$ cat config.mk
export PLATFORM = sky130hd
export DESIGN_NAME = host_register_port_irq
export DESIGN_NICKNAME = d
export VERILOG_FILES = /design/src/inc/host_port_pkg.sv /design/src/rtl/reg_store.sv /design/src/rtl/host_register_port_irq.sv
export SDC_FILE = /design/constraint.sdc
export NUM_CORES = 2
export LEC_CHECK = 0
export BUFFER_PORTS_ARGS = -buffer_cell sky130_fd_sc_hd__buf_4
export CAP_MARGIN = 20
export CORE_MARGIN = 3
export CORE_UTILIZATION = 63
export CTS_CLUSTER_SIZE = 10
export DETAILED_ROUTE_END_ITERATION = 7
export PLACE_DENSITY_LB_ADDON = 0.2
export REMOVE_ABC_BUFFERS = 1
export SLEW_MARGIN = 15
export SYNTH_ARGS = -nofsm -noshare
export SYNTH_HDL_FRONTEND = slang
export SYNTH_HIERARCHICAL = 1
export SYNTH_SLANG_ARGS = --single-unit
export TNS_END_PERCENT = 50
$ cat constraint.sdc
create_clock -name clk -period 5.68 [get_ports clk]
set_input_delay 0.852 -clock clk [delete_from_list [all_inputs] [get_ports clk]]
set_output_delay 0.852 -clock clk [all_outputs]
set_load 0.005 [all_outputs]
$ cat src/inc/host_port_pkg.sv
// constants shared by the host register port and its testbench
// assumes a single 250 MHz clock and synchronous host pins
//
// What this block does
// - interrupt output pulled low while any unmasked source event is pending
// - interrupt stays low until every pending unmasked source is acknowledged
// - no register read or write is accepted unless chip select is low
// - chip select first seen high after power-up clears internal test modes
// - data bus driven with addressed register while read strobe and select low
// - one eight-bit bidirectional data bus serves reads and writes
// - write captured on rising edge of write strobe OR chip select
// - address latch transparent while latch enable high, holds while low
// - active-low hardware reset clears the port asynchronously
package host_port_pkg;

	localparam int          DATA_WIDTH   = 8;
	localparam int          ADDR_WIDTH   = 8;
	localparam int          IRQ_SOURCES  = 8;
	localparam logic [7:0]  DATA_RESET   = 8'h00;
	localparam logic [7:0]  ADDR_RESET   = 8'h00;
	// register index holding the interrupt mask, one bit per source
	localparam logic [7:0]  MASK_ADDR    = 8'h01;
	// register index reading the pending source flags
	localparam logic [7:0]  PEND_ADDR    = 8'h02;
	localparam logic [7:0]  MASK_RESET   = 8'h00;

	typedef enum logic [2:0] {
		IDLE_ST  = 3'b001,
		WRITE_ST = 3'b010,
		READ_ST  = 3'b100
	} access_state_type;

endpackage : host_port_pkg

$ cat src/rtl/reg_store.sv
// small register memory behind the host port
// assumes one write port and one read port, read data registered
`timescale 1ns/1ps
module reg_store #(
	parameter int WIDTH = 8,
	parameter int DEPTH = 256
) (
	// clock and reset
	input  wire logic                     clk,
	input  wire logic                     resetn,
	// write port
	input  wire logic                     writeEn,
	input  wire logic [$clog2(DEPTH)-1:0] writeAddr,
	input  wire logic [WIDTH-1:0]         writeData,
	// read port
	input  wire logic [$clog2(DEPTH)-1:0] readAddr,
	output logic      [WIDTH-1:0]         readData
);

	logic [WIDTH-1:0] mem [DEPTH];

	// storage write; memory content is not reset, only the read register
	always_ff @(posedge clk) begin
		if (writeEn) begin
			mem[writeAddr] <= writeData;
		end
	end

	// registered read
	always_ff @(posedge clk or negedge resetn) begin
		if (!resetn) begin
			readData <= '0;
		end else begin
			readData <= mem[readAddr];
		end
	end

endmodule : reg_store

$ cat src/rtl/host_register_port_irq.sv
// eight-bit strobe-timed host register port with open-drain interrupt
// assumes host pins already synchronous to clk; board resolves tri-state bus
`timescale 1ns/1ps
module host_register_port_irq #(
	parameter int SOURCES = host_port_pkg::IRQ_SOURCES
) (
	// clock and reset
	input  wire logic               clk,
	input  wire logic               resetn,
	// host strobes and address
	input  wire logic               chipSelLow,
	input  wire logic               readStrobeLow,
	input  wire logic               writeStrobeLow,
	input  wire logic               addrLatchEn,
	input  wire logic [7:0]         addr,
	// bidirectional data bus split into three signals
	input  wire logic [7:0]         dataIn,
	output logic      [7:0]         dataOut,
	output logic                    dataOe,
	// interrupt sources and acknowledge
	input  wire logic [SOURCES-1:0] srcEvent,
	input  wire logic [SOURCES-1:0] srcAck,
	// open-drain interrupt: drive low when enabled
	output logic                    irqOutLow,
	output logic                    irqOe,
	// test mode status
	output logic                    testMode
);

	logic [7:0]               latchedAddr;
	logic [7:0]               latchedAddrW;
	logic [7:0]               accessAddr;
	logic [7:0]               writeData;
	logic                     writeActive;
	logic                     writeEdge;
	logic                     readActive;
	logic [7:0]               storeData;
	logic [SOURCES-1:0]       pending;
	logic [SOURCES-1:0]       irqMask;
	logic                     irqAny;
	logic                     seenCsHigh;
	host_port_pkg::access_state_type state;
	host_port_pkg::access_state_type next_state;

	// address latch: transparent while enable high, else held
	always_ff @(posedge clk or negedge resetn) begin
		if (!resetn) begin
			latchedAddr <= host_port_pkg::ADDR_RESET;
		end else if (addrLatchEn) begin
			latchedAddr <= addr;
		end
	end
	assign accessAddr = addrLatchEn ? addr : latchedAddr;

	// access decode; a dead chip select blocks both strobes
	assign writeActive = !writeStrobeLow && !chipSelLow;
	assign readActive  = !readStrobeLow && !chipSelLow;

	// state tracks strobe phases so a write lands on the OR-edge
	always_comb begin
		next_state = state;
		case (state)
			host_port_pkg::IDLE_ST: begin
				if (writeActive) begin
					next_state = host_port_pkg::WRITE_ST;
				end else if (readActive) begin
					next_state = host_port_pkg::READ_ST;
				end
			end
			host_port_pkg::WRITE_ST: begin
				if (!writeActive) begin
					next_state = host_port_pkg::IDLE_ST;
				end
			end
			host_port_pkg::READ_ST: begin
				if (!readActive) begin
					next_state = host_port_pkg::IDLE_ST;
				end
			end
			default: begin
				next_state = host_port_pkg::IDLE_ST;
			end
		endcase
	end

	always_ff @(posedge clk or negedge resetn) begin
		if (!resetn) begin
			state <= host_port_pkg::IDLE_ST;
		end else begin
			state <= next_state;
		end
	end

	// data is tracked during the strobe and committed when strobe or select rises
	always_ff @(posedge clk or negedge resetn) begin
		if (!resetn) begin
			writeData <= host_port_pkg::DATA_RESET;
		end else if (writeActive) begin
			writeData <= dataIn;
		end
	end
	assign writeEdge = (state == host_port_pkg::WRITE_ST) && !writeActive;

	reg_store #(
		.WIDTH (8),
		.DEPTH (256)
	) u_store (
		.clk       (clk),
		.resetn    (resetn),
		.writeEn   (writeEdge),
		.writeAddr (latchedAddrW),
		.writeData (writeData),
		.readAddr  (accessAddr),
		.readData  (storeData)
	);

	// write address held through the strobe so the edge uses the access address
	always_ff @(posedge clk or negedge resetn) begin
		if (!resetn) begin
			latchedAddrW <= host_port_pkg::ADDR_RESET;
		end else if (writeActive) begin
			latchedAddrW <= accessAddr;
		end
	end

	// mask register shadowed in flops so it steers the interrupt
	always_ff @(posedge clk or negedge resetn) begin
		if (!resetn) begin
			irqMask <= SOURCES'(host_port_pkg::MASK_RESET);
		end else if (writeEdge && latchedAddrW == host_port_pkg::MASK_ADDR) begin
			irqMask <= writeData[SOURCES-1:0];
		end
	end

	// sticky source flags; a new event beats a same-cycle acknowledge
	always_ff @(posedge clk or negedge resetn) begin
		if (!resetn) begin
			pending <= '0;
		end else begin
			pending <= srcEvent | (pending & ~srcAck);
		end
	end
	assign irqAny = |(pending & irqMask);

	// open-drain interrupt: output low level, enable while asserted
	always_ff @(posedge clk or negedge resetn) begin
		if (!resetn) begin
			irqOe <= 1'b0;
		end else begin
			irqOe <= irqAny;
		end
	end
	assign irqOutLow = 1'b0;

	// test modes stay on from power-up until chip select is seen high
	always_ff @(posedge clk or negedge resetn) begin
		if (!resetn) begin
			seenCsHigh <= 1'b0;
		end else if (chipSelLow) begin
			seenCsHigh <= 1'b1;
		end
	end
	assign testMode = !seenCsHigh;

	// read data: status addresses override the memory word
	always_ff @(posedge clk or negedge resetn) begin
		if (!resetn) begin
			dataOut <= host_port_pkg::DATA_RESET;
		end else if (accessAddr == host_port_pkg::PEND_ADDR) begin
			dataOut <= 8'(pending);
		end else if (accessAddr == host_port_pkg::MASK_ADDR) begin
			dataOut <= 8'(irqMask);
		end else begin
			dataOut <= storeData;
		end
	end

	// bus driven only during a selected read, released otherwise
	assign dataOe = readActive;
endmodule : host_register_port_irq

==> results.ini <==
[run_status]
run_status=finished, final reports clean

[clock_network]
cts.path.max_buffers=3
postCtsSetupBuffers=0
cts_root_buffer=clkbuf_16
path_clk_slew_ns=0.06
h-tree-depth=4
clock-sinks=2109
cts_buffers=230
clk_latency_ns=0.85
cts_tree=done

[synth]
synth_area_leaders=edfxtp_1, mux4_2, mux2i_1, dfrtp_1, nor2_1
synth_ff_type=edfxtp_1
ys_seq_elements=2109
synth_common_cells=edfxtp_1, mux4_2, nor2_1
syn_area_um2=82300
seq_area_frac_synth_pct=76.6
synth_edf_count=2048
yosys.area.top_type=edfxtp_1
synth_cells=3981
yosysWarnings=6
yosysMostFrequentCell=edfxtp_1
netlist.area_leader.share_pct=74.7
ys_types=70
avgSynthCellArea_um2=20.7
async_flop_share_pct=2.89

[power]
clockPowerShare_pct=38.4
power_w=0.0341
p_int_w=0.0262
ir_drop_uv=376
sw_frac_of_total_pct=23.1
comb_power_share_pct=9.1
p_leak_nw=28.7
p_seq_share_pct=52.6
powerDensity_nw_per_um2=375
p_switching_w=0.00789

[timing]
finalMaxSlewViolations=0
worstMarginPinSlew_ns=1.16
max_freq_mhz=235
slew_headroom_pct=22.2
hold_viol=0
grt_setup_unrepaired=no
fin_crit_ns=4.26
final-setup-viol-count=0
finalCritPeriodShare_pct=75.0
fin_worst_skew_ns=0.0296
finalSetupTns_ns=0
fin_worst_hold_slack_ns=0.183

[global_route]
grt_pass1_wl_um=293000
track_usage_pct=30.2
grt-ovfl-total=0
grt_max_degree=200
first_global_vias=41600
antenna_found_initial=7

[floorplanning]
ios=50
fp.dieW_um=368
chipHeight_um=368
die-area_um2=135000
coreArea_um2=130000
num_rows=132
start_util_pct=63.5

[detailed_routing]
vias=41900
routed_wl_um=201000
wl_per_cell_um=33.2
dr.pass1.iters=6
route.detailed.drc=0
drt-initial-drc-count=6327
antenna_left=0
viasPerCell=6.94

[critical_path]
required_ns=6.36
end_kind=flop
path_max_fanout=46
startpoint_type=flop
worstSetupPathType=reg -> reg
critPathArrivalTime_ns=4.94

[placed_design]
io_buffers=48
place_area_um2=84600
post-dp-hpwl_um=120000
gp_congestion=0.896

[cells_and_area]
layout-drive-gt1-share_pct=22.7
multiInputGateArea_um2=17700
fillCellCount=7697
fin_util_pct=70.3
syn_to_final_growth_pct=10.7
regArea_um2=63100
fin_area_um2=91200
fin_nets=4195

[hold_path]
hold_class=in -> reg

[run]
cap_violations=0

==> flip-flops by register name (all words and copies together) (netlist names) <==
name / count
dataOut: 8
irqMask: 8
irqOe: 1
latchedAddr: 8
latchedAddrW: 8
pending: 8
seenCsHigh: 1
state: 3
u_store/mem: 2048
u_store/readData: 8
writeData: 8
==> metal layers <==
metal	routed length, µm	global-route usage, %
met3	24600	8.04
met5	13	0
met1	76600	44.8
met2	92300	44.4
met4	7000	10.7
==> cell families (layout without fill, tap and decap cells) <==
family,count (synthesis),count (layout),synth area share [%]
mux,651,651,14.8
other cells,1,4,0.00455
buf+inv,264,571,2.05
xor+xnor,1,1,0.0106
compound gates,395,395,3.50
flops,2109,2109,76.6
simple gates,560,560,3.11
==> worst max-delay path, cell delays in order (launching register included) <==
cell	delay, ns
dfrtp_1	0.35
mux2i_2	0.07
buf_4	0.21
inv_8	0.42
buf_12	0.37
mux4_2	0.60
a22o_1	0.27
a221oi_1	0.53
o22ai_1	0.15
a211oi_1	0.92
nor4_1	0.10
==> power groups by stage <==
stage / sequential, W / combinational, W / clock [W]
after detailed placement: 0.0183 / 0.00304 / 0
final: 0.0179 / 0.00310 / 0.0131
after CTS: 0.0179 / 0.00305 / 0.0133
after global routing: 0.0179 / 0.00327 / 0.0139
after global placement: 0.0183 / 0.00298 / 0
after floorplan: 0.0185 / 0.00270 / 0
==> final timing paths <==
kind,cells past startpoint,slack (ns),endpoint,startpoint
min in group asynchronous,2,0.56,pending[7],resetn
setup reg to reg,10,1.42,u_store/readData[5],latchedAddr[0]
hold / removal,2,0.18,pending[3],srcEvent[3]
setup / recovery,10,1.42,u_store/readData[5],latchedAddr[0]
max in group asynchronous,3,4.12,writeData[4],resetn
hold reg to reg,1,0.46,seenCsHigh,seenCsHigh
==> final cells by class <==
class | count | area share, %
Timing Repair Buffer | 187 | 1.84
Clock buffer | 351 | 6.93
Antenna cell | 3 | 0.00824
Inverter | 21 | 0.103
Clock inverter | 12 | 0.148
Multi-Input combinational cell | 1608 | 19.4
Sequential cell | 2109 | 69.2
Tap cell | 1742 | 2.39
==> layout by cell type, fill, tap and decap left out, types with 40 or more instances in the layout <==
master and count:
a21oi_1 81, a22oi_1 97, buf_4 162, clkbuf_1 116
clkbuf_16 235, dfrtp_1 52, edfxtp_1 2048, mux2_2 40
mux2i_1 160, mux4_2 445, nand2_1 89, nand3_1 40
nor2_1 280
==> stage by stage <==
step | setup slack [ns] | cells
floorplan | -18.63 | 3738
global placement | 0.482 | 5662
detailed placement | 0.682 | 5663
CTS | 1.45 | 6027
global route | 1.33 | 6030
finish | 1.42 | 6033
==> repair_timing <==
| action | 4_1_cts | 5_1_grt |
|---|---|---|
| endpoints found under the hold margin | 19 | 0 |
| setup endpoints to repair | 0 | 0 |
| resized for setup | 0 | 0 |
| hold buffers | 1 | 0 |
Note: power is estimated with default switching activity, not from simulation.
